<file path="config.mk">
export PLATFORM = sky130hd
export DESIGN_NAME = uosf_status_flags
export DESIGN_NICKNAME = d
export VERILOG_FILES = /design/src/rtl/uosf_pkg.sv /design/src/rtl/uosf_w1c_flags.sv /design/src/rtl/uosf_status_flags.sv
export VERILOG_INCLUDE_DIRS = /design/src /design/src/rtl
export SDC_FILE = /design/constraint.sdc
export NUM_CORES = 1
export LEC_CHECK = 0
export CAP_MARGIN = 20
export CELL_PAD_IN_SITES_DETAIL_PLACEMENT = 0
export CELL_PAD_IN_SITES_GLOBAL_PLACEMENT = 2
export CORE_UTILIZATION = 37
export CTS_CLUSTER_SIZE = 28
export DETAILED_ROUTE_END_ITERATION = 10
export DONT_BUFFER_PORTS = 1
export GPL_ROUTABILITY_DRIVEN = 0
export GPL_TIMING_DRIVEN = 0
export PLACE_DENSITY = 0.88
export SKIP_LAST_GASP = 1
export SLEW_MARGIN = 20
export SYNTH_ARGS = -nofsm -noshare
export SYNTH_HDL_FRONTEND = slang
export SYNTH_SLANG_ARGS = --single-unit
</file>
<file path="constraint.sdc">
create_clock -name clk_i -period 2.3 [get_ports clk_i]
set_input_delay 0.46 -clock clk_i [delete_from_list [all_inputs] [get_ports clk_i]]
set_output_delay 0.46 -clock clk_i [all_outputs]
set_load 0.05 [all_outputs]
</file>
<file path="src/rtl/uosf_defs.svh">
// register offsets, field positions, reset values and timing counts for the usb status/error flag block
// assumes a 32-bit classic wishbone slave with word-aligned registers
`ifndef UOSF_DEFS_SVH
`define UOSF_DEFS_SVH

// ****************************************************************
// register byte offsets
// ****************************************************************
`define UOSF_OFS_HOST_CTRL   8'h00
`define UOSF_OFS_CFG2        8'h04
`define UOSF_OFS_OTG_FLAGS   8'h08
`define UOSF_OFS_ERR_FLAGS   8'h0C
`define UOSF_OFS_MODE        8'h10

// ****************************************************************
// field positions
// ****************************************************************
`define UOSF_CFG2_XCVR_OFF   0
`define UOSF_CFG2_CMP_OFF    1
`define UOSF_CFG2_BOOST_OFF  2
`define UOSF_CFG2_EXT_I2C    3
`define UOSF_CFG2_PULLUP     4
`define UOSF_CFG2_MASK       16'h001F
`define UOSF_OTG_MASK        16'h00FD
`define UOSF_ERR_MASK        16'h00BF
`define UOSF_HCTL_RW_MASK    16'h003F
`define UOSF_HCTL_SE0        6
`define UOSF_HCTL_J          7

// ****************************************************************
// reset values
// ****************************************************************
`define UOSF_RST_CFG2        16'h0000
`define UOSF_RST_FLAGS       16'h0000

// ****************************************************************
// timing: one millisecond at 250 MHz
// ****************************************************************
`define UOSF_CLK_MHZ         250
`define UOSF_MS_US           1000
`define UOSF_MS_CYCLES       (`UOSF_MS_US * `UOSF_CLK_MHZ)

`endif

</file>
<file path="src/rtl/uosf_pkg.sv">
// types shared by the usb status/error flag block
// assumes uosf_defs.svh is available on the include path
package uosf_pkg;

	// ****************************************************************
	// wishbone request carrier
	// ****************************************************************
	typedef struct packed {
		logic        cyc;
		logic        stb;
		logic        we;
		logic [7:0]  adr;
		logic [3:0]  sel;
		logic [31:0] dat;
	} uosf_wb_req_t;

	// ****************************************************************
	// raw link and packet event inputs
	// ****************************************************************
	typedef struct packed {
		logic id_pin;
		logic se0;
		logic j_state;
		logic dp_dm_act;
		logic a_sess_end;
		logic b_sess_end;
		logic a_vbus_vld;
	} uosf_line_t;

	typedef struct packed {
		logic stuff_err;
		logic overrun;
		logic turnaround_to;
		logic partial_byte;
		logic data_crc_fail;
		logic token_crc_fail;
		logic frame_end_err;
		logic pid_fail;
	} uosf_pkt_ev_t;

	// ****************************************************************
	// slave state machine
	// ****************************************************************
	typedef enum logic [1:0] {
		UOSF_IDLE = 2'b01,
		UOSF_ACK  = 2'b10
	} uosf_bus_st_t;

endpackage : uosf_pkg

</file>
<file path="src/rtl/uosf_w1c_flags.sv">
// sticky hardware-set flag bank with write-one-to-clear
// assumes clear strobes come from a write that enables the low byte lane, on the same clock
`timescale 1ns/1ps
module uosf_w1c_flags #(
	parameter int         WIDTH = 8
) (
	input  wire logic             clk_i,
	input  wire logic             rst_i,
	input  wire logic             ce_i,
	input  wire logic [WIDTH-1:0] set_i,
	input  wire logic [WIDTH-1:0] clr_i,
	output logic      [WIDTH-1:0] flags_o
);

	// ****************************************************************
	// one flag per bit
	// ****************************************************************
	genvar g;
	generate
		for (g = 0; g < WIDTH; g++) begin : g_flag
			logic flag_q;
			// set beats clear so an event never slips past a clearing write
			always_ff @(posedge clk_i) begin
				if (rst_i) begin
					flag_q <= 1'b0;
				end else if (ce_i) begin
					flag_q <= set_i[g] | (flag_q & ~clr_i[g]);
				end
			end
			assign flags_o[g] = flag_q;
		end
	endgenerate

endmodule : uosf_w1c_flags

</file>
<file path="src/rtl/uosf_status_flags.sv">
// usb otg status and error flag block with a classic wishbone slave
// assumes line and packet event inputs are levels/pulses; line inputs are asynchronous
`timescale 1ns/1ps
`include "uosf_defs.svh"
module uosf_status_flags
	import uosf_pkg::*;
#(
	parameter int unsigned MS_CYCLES = `UOSF_MS_CYCLES
) (
	input  wire logic         clk_i,
	input  wire logic         rst_i,
	input  wire logic         ce_i,
	input  wire logic         cyc_i,
	input  wire logic         stb_i,
	input  wire logic         we_i,
	input  wire logic [7:0]   adr_i,
	input  wire logic [3:0]   sel_i,
	input  wire logic [31:0]  dat_i,
	output logic      [31:0]  dat_o,
	output logic              ack_o,
	input  wire logic         module_power_on_i,
	input  wire logic         id_pin_i,
	input  wire logic         se0_i,
	input  wire logic         j_state_i,
	input  wire logic         dp_dm_act_i,
	input  wire logic         a_sess_end_i,
	input  wire logic         b_sess_end_i,
	input  wire logic         a_vbus_vld_i,
	input  wire logic         stuff_err_i,
	input  wire logic         overrun_i,
	input  wire logic         turnaround_to_i,
	input  wire logic         partial_byte_i,
	input  wire logic         data_crc_fail_i,
	input  wire logic         token_crc_fail_i,
	input  wire logic         frame_end_err_i,
	input  wire logic         pid_fail_i,
	input  wire logic [10:0]  rx_count_i,
	input  wire logic [10:0]  bd_count_i,
	output logic              rx_truncate_o,
	output logic              vbus_comparator_off_o,
	output logic              digital_status_en_o,
	output logic              boost_regulator_off_o,
	output logic              transceiver_off_o,
	output logic              ext_i2c_en_o,
	output logic              vbus_pullup_en_o,
	output logic              host_mode_o
);

	localparam int MSW = $clog2(MS_CYCLES + 1);

	// ****************************************************************
	// module state apart from the flag banks
	// ****************************************************************
	typedef struct packed {
		uosf_bus_st_t bus_st;
		logic [31:0]  rdata;
		logic [15:0]  cfg2;
		logic [5:0]   hctl;
		logic         host;
		uosf_line_t   sync1;
		uosf_line_t   sync2;
		uosf_line_t   prev;
		logic [MSW-1:0] ms_cnt;
		logic [MSW-1:0] ls_cnt;
		logic [1:0]   ls_stable;
		logic         trunc;
	} uosf_state_t;

	uosf_state_t s_q;
	uosf_state_t s_d;

	logic [7:0]  otg_set;
	logic [7:0]  err_set;
	logic [7:0]  otg_clr;
	logic [7:0]  err_clr;
	logic [7:0]  otg_flags;
	logic [7:0]  err_flags;
	logic        wr_hit;
	logic        rd_val;
	logic [15:0] rd_word;
	uosf_line_t  line_raw;
	uosf_line_t  ln;

	assign line_raw = '{id_pin: id_pin_i, se0: se0_i, j_state: j_state_i,
		dp_dm_act: dp_dm_act_i, a_sess_end: a_sess_end_i,
		b_sess_end: b_sess_end_i, a_vbus_vld: a_vbus_vld_i};
	assign ln = s_q.sync2;

	// ****************************************************************
	// flag banks
	// ****************************************************************
	uosf_w1c_flags #(
		.WIDTH   (8)
	) u_otg_flags (
		.clk_i   (clk_i),
		.rst_i   (rst_i),
		.ce_i    (ce_i),
		.set_i   (otg_set),
		.clr_i   (otg_clr),
		.flags_o (otg_flags)
	);

	uosf_w1c_flags #(
		.WIDTH   (8)
	) u_err_flags (
		.clk_i   (clk_i),
		.rst_i   (rst_i),
		.ce_i    (ce_i),
		.set_i   (err_set),
		.clr_i   (err_clr),
		.flags_o (err_flags)
	);

	// ****************************************************************
	// write strobe: a write is taken in the idle cycle, at the edge that raises ack
	// ****************************************************************
	assign wr_hit = cyc_i & stb_i & we_i & (s_q.bus_st == UOSF_IDLE) & sel_i[0];

	// clear only by a write that covers the flag byte
	always_comb begin
		otg_clr = 8'h00;
		err_clr = 8'h00;
		if (wr_hit && adr_i == `UOSF_OFS_OTG_FLAGS) begin
			otg_clr = dat_i[7:0] & 8'(`UOSF_OTG_MASK);
		end else if (wr_hit && adr_i == `UOSF_OFS_ERR_FLAGS) begin
			err_clr = dat_i[7:0] & 8'(`UOSF_ERR_MASK);
		end
	end

	// ****************************************************************
	// event detection
	// ****************************************************************
	always_comb begin
		otg_set = 8'h00;
		otg_set[7] = ln.id_pin ^ s_q.prev.id_pin;
		otg_set[6] = (s_q.ms_cnt == MSW'(MS_CYCLES - 1));
		otg_set[5] = (s_q.ls_cnt == MSW'(MS_CYCLES - 1))
			&& ({ln.se0, ln.j_state} != s_q.ls_stable);
		otg_set[4] = ln.dp_dm_act | (ln.a_vbus_vld ^ s_q.prev.a_vbus_vld);
		// xor catches both directions of each threshold crossing
		otg_set[3] = ln.a_sess_end ^ s_q.prev.a_sess_end;
		otg_set[2] = ln.b_sess_end ^ s_q.prev.b_sess_end;
		otg_set[0] = ln.a_vbus_vld ^ s_q.prev.a_vbus_vld;
		// otg flags only report while hosting
		otg_set = s_q.host ? otg_set : 8'h00;
		err_set = 8'h00;
		err_set[7] = stuff_err_i;
		err_set[5] = overrun_i | (rx_count_i > bd_count_i);
		err_set[4] = turnaround_to_i;
		err_set[3] = partial_byte_i;
		err_set[2] = data_crc_fail_i;
		// bit 1 changes meaning with the role
		err_set[1] = s_q.host ? frame_end_err_i : token_crc_fail_i;
		err_set[0] = pid_fail_i;
	end

	// ****************************************************************
	// read mux; unmapped reads answer zero
	// ****************************************************************
	always_comb begin
		rd_word = 16'h0000;
		if (adr_i == `UOSF_OFS_HOST_CTRL) begin
			rd_word = {8'h00, ln.j_state, ln.se0, s_q.hctl};
		end else if (adr_i == `UOSF_OFS_CFG2) begin
			rd_word = s_q.cfg2 & `UOSF_CFG2_MASK;
		end else if (adr_i == `UOSF_OFS_OTG_FLAGS) begin
			rd_word = {8'h00, otg_flags & 8'(`UOSF_OTG_MASK)};
		end else if (adr_i == `UOSF_OFS_ERR_FLAGS) begin
			rd_word = {8'h00, err_flags & 8'(`UOSF_ERR_MASK)};
		end else if (adr_i == `UOSF_OFS_MODE) begin
			rd_word = {15'h0000, s_q.host};
		end
	end
	assign rd_val = cyc_i & stb_i & ~we_i & (s_q.bus_st == UOSF_IDLE);

	// ****************************************************************
	// next-state logic
	// ****************************************************************
	always_comb begin
		s_d = s_q;
		s_d.sync1 = line_raw;
		s_d.sync2 = s_q.sync1;
		s_d.prev = ln;
		// free-running millisecond tick
		s_d.ms_cnt = (s_q.ms_cnt == MSW'(MS_CYCLES - 1)) ? '0 : s_q.ms_cnt + MSW'(1);
		// line state timer restarts on any change of se0/j
		if ({ln.se0, ln.j_state} != {s_q.prev.se0, s_q.prev.j_state}) begin
			s_d.ls_cnt = '0;
		end else if (s_q.ls_cnt == MSW'(MS_CYCLES - 1)) begin
			s_d.ls_cnt = s_q.ls_cnt;
			s_d.ls_stable = {ln.se0, ln.j_state};
		end else begin
			s_d.ls_cnt = s_q.ls_cnt + MSW'(1);
		end
		s_d.trunc = (rx_count_i >= bd_count_i);
		case (s_q.bus_st)
			UOSF_IDLE: begin
				if (cyc_i && stb_i) begin
					s_d.bus_st = UOSF_ACK;
					s_d.rdata = rd_val ? {16'h0000, rd_word} : 32'h0000_0000;
				end
			end
			UOSF_ACK: begin
				s_d.bus_st = UOSF_IDLE;
			end
			default: begin
				s_d.bus_st = UOSF_IDLE;
			end
		endcase
		// control writes; software keeps the disables steady while powered
		if (wr_hit && adr_i == `UOSF_OFS_CFG2) begin
			s_d.cfg2 = dat_i[15:0] & `UOSF_CFG2_MASK;
		end else if (wr_hit && adr_i == `UOSF_OFS_HOST_CTRL) begin
			s_d.hctl = dat_i[5:0];
		end else if (wr_hit && adr_i == `UOSF_OFS_MODE) begin
			s_d.host = dat_i[0];
		end
	end

	// ****************************************************************
	// state register
	// ****************************************************************
	always_ff @(posedge clk_i) begin
		if (rst_i) begin
			s_q <= '{bus_st: UOSF_IDLE, cfg2: `UOSF_RST_CFG2, default: '0};
		end else if (ce_i) begin
			s_q <= s_d;
		end
	end

	// ****************************************************************
	// outputs
	// ****************************************************************
	assign ack_o = (s_q.bus_st == UOSF_ACK);
	assign dat_o = s_q.rdata;
	assign rx_truncate_o = s_q.trunc;
	// comparator off hands status to the digital interface
	assign vbus_comparator_off_o = s_q.cfg2[`UOSF_CFG2_CMP_OFF];
	assign digital_status_en_o = s_q.cfg2[`UOSF_CFG2_CMP_OFF];
	assign boost_regulator_off_o = s_q.cfg2[`UOSF_CFG2_BOOST_OFF];
	assign transceiver_off_o = s_q.cfg2[`UOSF_CFG2_XCVR_OFF];
	assign ext_i2c_en_o = s_q.cfg2[`UOSF_CFG2_EXT_I2C];
	assign vbus_pullup_en_o = s_q.cfg2[`UOSF_CFG2_PULLUP];
	assign host_mode_o = s_q.host;

endmodule : uosf_status_flags

</file>
Word level (Yosys, flattened, before mapping) --
Index checks and enable logic that the tools add are counted.
Word-level totals: flip-flop bits (word level) 119, word-level logic and storage cells 148
Operators by class: $add $sub $neg 2, $lt $le $gt $ge 2, eq/ne operators 12, mux-type cells 16, bitwise logic cells 58, reduce and logical (&&, ||, !) cells 15
Operators with widths (number):
- two-way mux 8 bit | 8
- two-way mux 18 bit | 3
- adder 18 x 1 -> 18 bit (second input constant) | 2
- == test 18 bit (second input constant) | 2
- two-way mux 34 bit | 1
- AND 1 bit | 20
- NOT 1 bit | 18
- == test 8 x 4 -> 1 bit (second input constant) | 2
- two-way mux 16 bit | 1
- OR 1 bit | 16
- >= comparator 11 bit | 1
- > comparator 11 bit | 1
- AND reduction 3 bit | 3
- == test 8 x 3 -> 1 bit (second input constant) | 1
- == test 8 x 5 -> 1 bit (second input constant) | 1
- logical NOT 8 bit | 1
- logical AND 1 bit | 7
- AND reduction 2 bit | 3
- inequality test 2 x 1 -> 1 bit (second input constant) | 2
- inequality test 2 bit | 2
- AND reduction 4 bit | 1
- XOR 1 bit | 4
- == test 2 x 1 -> 1 bit (second input constant) | 1
- == test 2 bit (second input constant) | 1
- other kinds (2) | 3

Longest topological paths before layout --
depth in word-level cells 10, depth in mapped cells 7, gate-level depth less buffers 7

Cells and area by module --
Synthesis repeated with hierarchy kept, for this count alone.
Second synthesis, totals: cells, all modules 611, area, all modules 5258.8 um^2
Modules (own cells, without submodules):
- uosf_status_flags | times used 1, cells an instance 525, area each 4458.0 um^2
- uosf_w1c_flags | times used 2, cells an instance 43, area each 400.4 um^2

Least setup slack after synthesis --
No wires, ideal clock.
path type input port to flip-flop, start point in adr_i[7], end point reg u_otg_flags.g_flag[0].flag_q, setup time 117 ps, data arrival time 1897 ps, path slack 285 ps, stages on the path 6, buffers on the path 1, cells stage by stage or4_4 -> nor4_4 -> and2_1 -> buf_4 -> nand2_1 -> a32o_1
On the way: word-level cells in the longest chain between the ends 6
Ends and longest elaborated chain:
- start, declared | line uosf_status_flags.sv:16 | input wire logic [7:0] adr_i,
- == test 8 x 4 -> 1 bit (no line)
- logical AND 1 bit (no line)
- two-way mux 8 bit | line uosf_status_flags.sv:123 | if (wr_hit && adr_i == `UOSF_OFS_OTG_FLAGS) begin
- NOT 1 bit | line uosf_w1c_flags.sv:27 | flag_q <= set_i[g] | (flag_q & ~clr_i[g]);
- AND 1 bit | line uosf_w1c_flags.sv:27
- OR 1 bit | line uosf_w1c_flags.sv:27
- end signal, assigned | line uosf_w1c_flags.sv:27
- end, declared | line uosf_w1c_flags.sv:21 | logic flag_q;
Every way passes these cells. A chain may end at the register's enable or synchronous reset.

Final worst setup path --
start point reg s_q[7] (netlist bit), end point reg u_otg_flags.g_flag[5].flag_q
On the way: word-level cells in the longest chain between the ends 4
Ends and longest elaborated chain:
- start, declared | line uosf_status_flags.sv:69 | uosf_state_t s_q;
- start signal, assigned | line uosf_status_flags.sv:225 | s_q <= '{bus_st: UOSF_IDLE, cfg2: `UOSF_RST_CFG2, default: '0};
- start signal, assigned | line uosf_status_flags.sv:227 | s_q <= s_d;
- == test 18 bit | line uosf_status_flags.sv:137 | otg_set[5] = (s_q.ls_cnt == MSW'(MS_CYCLES - 1))
- logical AND 1 bit | line uosf_status_flags.sv:138 | && ({ln.se0, ln.j_state} != s_q.ls_stable);
- two-way mux 8 bit | line uosf_status_flags.sv:145 | otg_set = s_q.host ? otg_set : 8'h00;
- OR 1 bit | line uosf_w1c_flags.sv:27
- end signal, assigned | line uosf_w1c_flags.sv:27
- end, declared | line uosf_w1c_flags.sv:21
Every way passes these cells.

==> impl_metrics.csv <==
group,metric,value,unit
yosys,ys_seq_area_frac,0.396,
clock_network,clkLatencyLatePin,0.35,ns
global_route,gr-total-overflow,0,
finish,seq_area,0.00190,mm2
timing,slew_headroom,0.377,
yosys,yosysTopAreaCell,"dfxtp_1",
power_and_ir_drop,vdd_drop_max,0.000369,V
run_status,status,"complete, no violations",
global_route,grt_max_degree,17,
finish,final_cell_mix,"95 x dfxtp_1, 79 x nor2_1, 46 x nand2_1",
flow_run,timing.max_cap.violations,0,
setup_path,crit_path_max_fanout,7,
floorplanning,pin_count,129,
timing,slew_violations,0,
floorplanning,dieArea,0.0134,mm2
timing,rsz0062_at_grt,"true",
finish,antennaDiodeCount,0,
timing,clock_skew,0.00713,ns
min_path,min_path_type,"input pin to flip-flop",
clock_network,postCtsHoldBufs,0,
setup_path,critPathKind,"flip-flop to flip-flop",
yosys,syn_area,0.00480,mm2
timing,post-route-period-util,0.904,
floorplanning,dieWidth,116,um
floorplanning,die_h,116,um
power_and_ir_drop,total_power,3.78,mW
routing,routed_via_density,5.07,
clock_network,cts_root_buf,"clkbuf_16",
setup_path,crit_required,2.58,ns
clock_network,clockBufferDepth,2,
setup_path,crit_family,"compound AO/OA/AOI/OAI gates",
clock_network,htree_levels,3,
setup_path,crit_buf_inv,0,
global_route,grt_pass1_vias,3542,
power_and_ir_drop,powerDensity,692,mW/mm2
global_route,antenna_found_initial,0,
finish,fin_cells,764,
finish,syn_to_final_growth,13.8,%
global_route,grt_usage,0.174,
timing,timing.final.ws_setup,0.220,ns
finish,multi_input_area,0.00257,mm2
clock_network,cts_made_buffers,9,
timing,tightest_slew,0.933,ns
setup_path,critPathSlowestCell,"a2111oi_1",
yosys,synthTopCellsByArea,"dfxtp_1 40%, mux2i_1 7.9%, nor2_1 6.2%",
global_route,grt_pass1_wl,17.9,mm
finish,fill_cells,1290,
routing,wl_per_cell,14.6,um
finish,final_common_cell,"dfxtp_1",
timing,setup_viol,0,
setup_path,critPathArrivalTime,2.36,ns
routing,drc_errors,0,
floorplanning,row_count,41,
yosys,synth_seq_cells,95,
routing,ant_nets,0,
yosys,netlist_instances,552,
yosys,yosysWarnings,0,
timing,period_minus_slack,2.08,ns
routing,wirelength,11.1,mm
setup_path,end_kind,"flip-flop",
placed_design,dp.final_hpwl,8.37,mm
power_and_ir_drop,p_leak,2.25,nW
yosys,ys_types,57,
timing,timing_hold_violations_final,0,
routing,drt-pass1-iter-count,4,
setup_path,start_kind,"flip-flop",
floorplanning,design.core.area,0.0126,mm2
floorplanning,start_util,0.380,
yosys,avgSynthCellArea,8.70,um2
placed_design,place_ws,0.0256,ns
placed_design,placed_cells,747,
setup_path,critical_path.max_stage_delay,0.58,ns
yosys,yosysTopAreaCellShare,0.396,
finish,drive_above_1_share,0.125,
setup_path,path_cells,"nor4_1 -> nand4_1 -> a2111oi_1 -> o21ai_0 -> a21oi_1",
finish,nets,688,
clock_network,clk_pin_slew,0.07,ns
routing,drt_first_iter_violations,232,
yosys,synthArstFlopShare,0,
placed_design,io_buffers,0,
routing,vias,3877,
yosys,synth_top_flop_cell,"dfxtp_1",
yosys,synth_edf_count,0,
timing,fmax,0.481,GHz
clock_network,cts_tree,"built",
clock_network,cts.sinks,95,
state kept, by name (all words and copies together), names as in the netlist, 7 cells and up:
signal and cells:
s_q 52, dat_o 8, ln 7, s_d 7, u_err_flags.g_flag.flag_q 7, u_otg_flags.g_flag.flag_q 7
power breakdown:
| part | internal, mW | switching [mW] | total [mW] |
|---|---|---|---|
| Sequential | 1.68 | 0.0297 | 1.71 |
| Clock | 1.07 | 0.652 | 1.72 |
| Combinational | 0.118 | 0.235 | 0.353 |
| Total | 2.86 | 0.917 | 3.78 |
cell families after synthesis:
group                    count (synthesis)  share of synthesized area
AO/OA/AOI/OAI                           83                      0.108
multiplexers                            43                     0.0933
AND/OR/NAND/NOR                        210                      0.223
other                                    1                   0.000781
flip-flops                              95                      0.396
adder cells (fa/ha/maj)                 13                     0.0339
XOR/XNOR                                31                     0.0566
buffers and inverters                   76                     0.0886
cells in the mapped netlist (2+ instances only):
cell type and number:
or3_1 9, nand3_1 19, a32o_1 4, or4_1 3, nor4bb_1 2, and4_1 3, and2_1 2, nor2_1 79
o21ai_0 21, buf_4 35, buf_1 2, nand4_1 14, ha_1 13, buf_2 5, clkbuf_1 10, dfxtp_1 95
nor3_1 6, inv_1 21, xor2_1 21, a21o_1 4, nor4_4 3, nor4_1 6, mux2_2 4, nor2b_1 3
nand2_1 46, a21oi_1 25, a22o_1 2, o21ai_1 4, o211ai_1 5, a31oi_1 2, mux2i_1 38, a22oi_1 5
a32oi_1 2, clkbuf_2 2, o221ai_1 2, and3_1 4, xnor2_1 10, nor4b_1 2
worst paths after layout:
path	from	slack (ns)	end	cells past startpoint
min reg2reg	dat_o[2]$_SDFFE_PP0P_	0.45	dat_o[2]$_SDFFE_PP0P_	2
max	s_q[7]$_SDFFE_PP0P_	0.22	u_otg_flags.g_flag[5].flag_q$_SDFFE_PP0P_	5
max reg2reg	s_q[7]$_SDFFE_PP0P_	0.22	u_otg_flags.g_flag[5].flag_q$_SDFFE_PP0P_	5
min	dat_i[4]	0.21	u_otg_flags.g_flag[4].flag_q$_SDFFE_PP0P_	1
per-stage QoR:
| step | hold WS [ns] | instance area, um2 | util | setup TNS, ns |
|---|---|---|---|---|
| floorplan | 0.427 | 4890 | - | 0 |
| global placement | 0.440 | 5100 | 0.404 | 0 |
| detailed placement | 0.446 | 5100 | 0.404 | 0 |
| CTS | 0.195 | 5450 | 0.432 | 0 |
| global route | 0.204 | 5460 | 0.433 | -0.0600 |
| finish | 0.205 | 5460 | 0.433 | 0 |
routing by layer:
layer / global-route usage / up-vias / part of all wire / wire (um)
met5: 0 / - / 0 / 0
met4: 0.0803 / 0 / 0.021 / 236
met3: 0.0366 / 18 / 0.062 / 687
met2: 0.262 / 123 / 0.44 / 4860
met1: 0.239 / 1791 / 0.48 / 5350
li1: - / 1945 / - / -
worst register-to-register path, cell delays in order (launching register included):
cell       delay, ns
dfxtp_1         0.37
nor4_1          0.44
nand4_1         0.33
a2111oi_1       0.58
o21ai_0         0.15
a21oi_1         0.15
what timing repair did:
action | 4_1_cts | 5_1_grt
setup endpoints to repair | 0 | 17
resized for setup | 0 | 3
setup buffers | 0 | 1
cell type report:
cell class,instances,area share
Buffer,54,0.0628
Clock buffer,9,0.0412
Clock inverter,7,0.0220
Inverter,22,0.0151
Multi-Input combinational cell,404,0.470
Sequential cell,95,0.348
Tap cell,172,0.0394
Timing Repair Buffer,1,0.00137
Power figures use the tool's default switching activity.
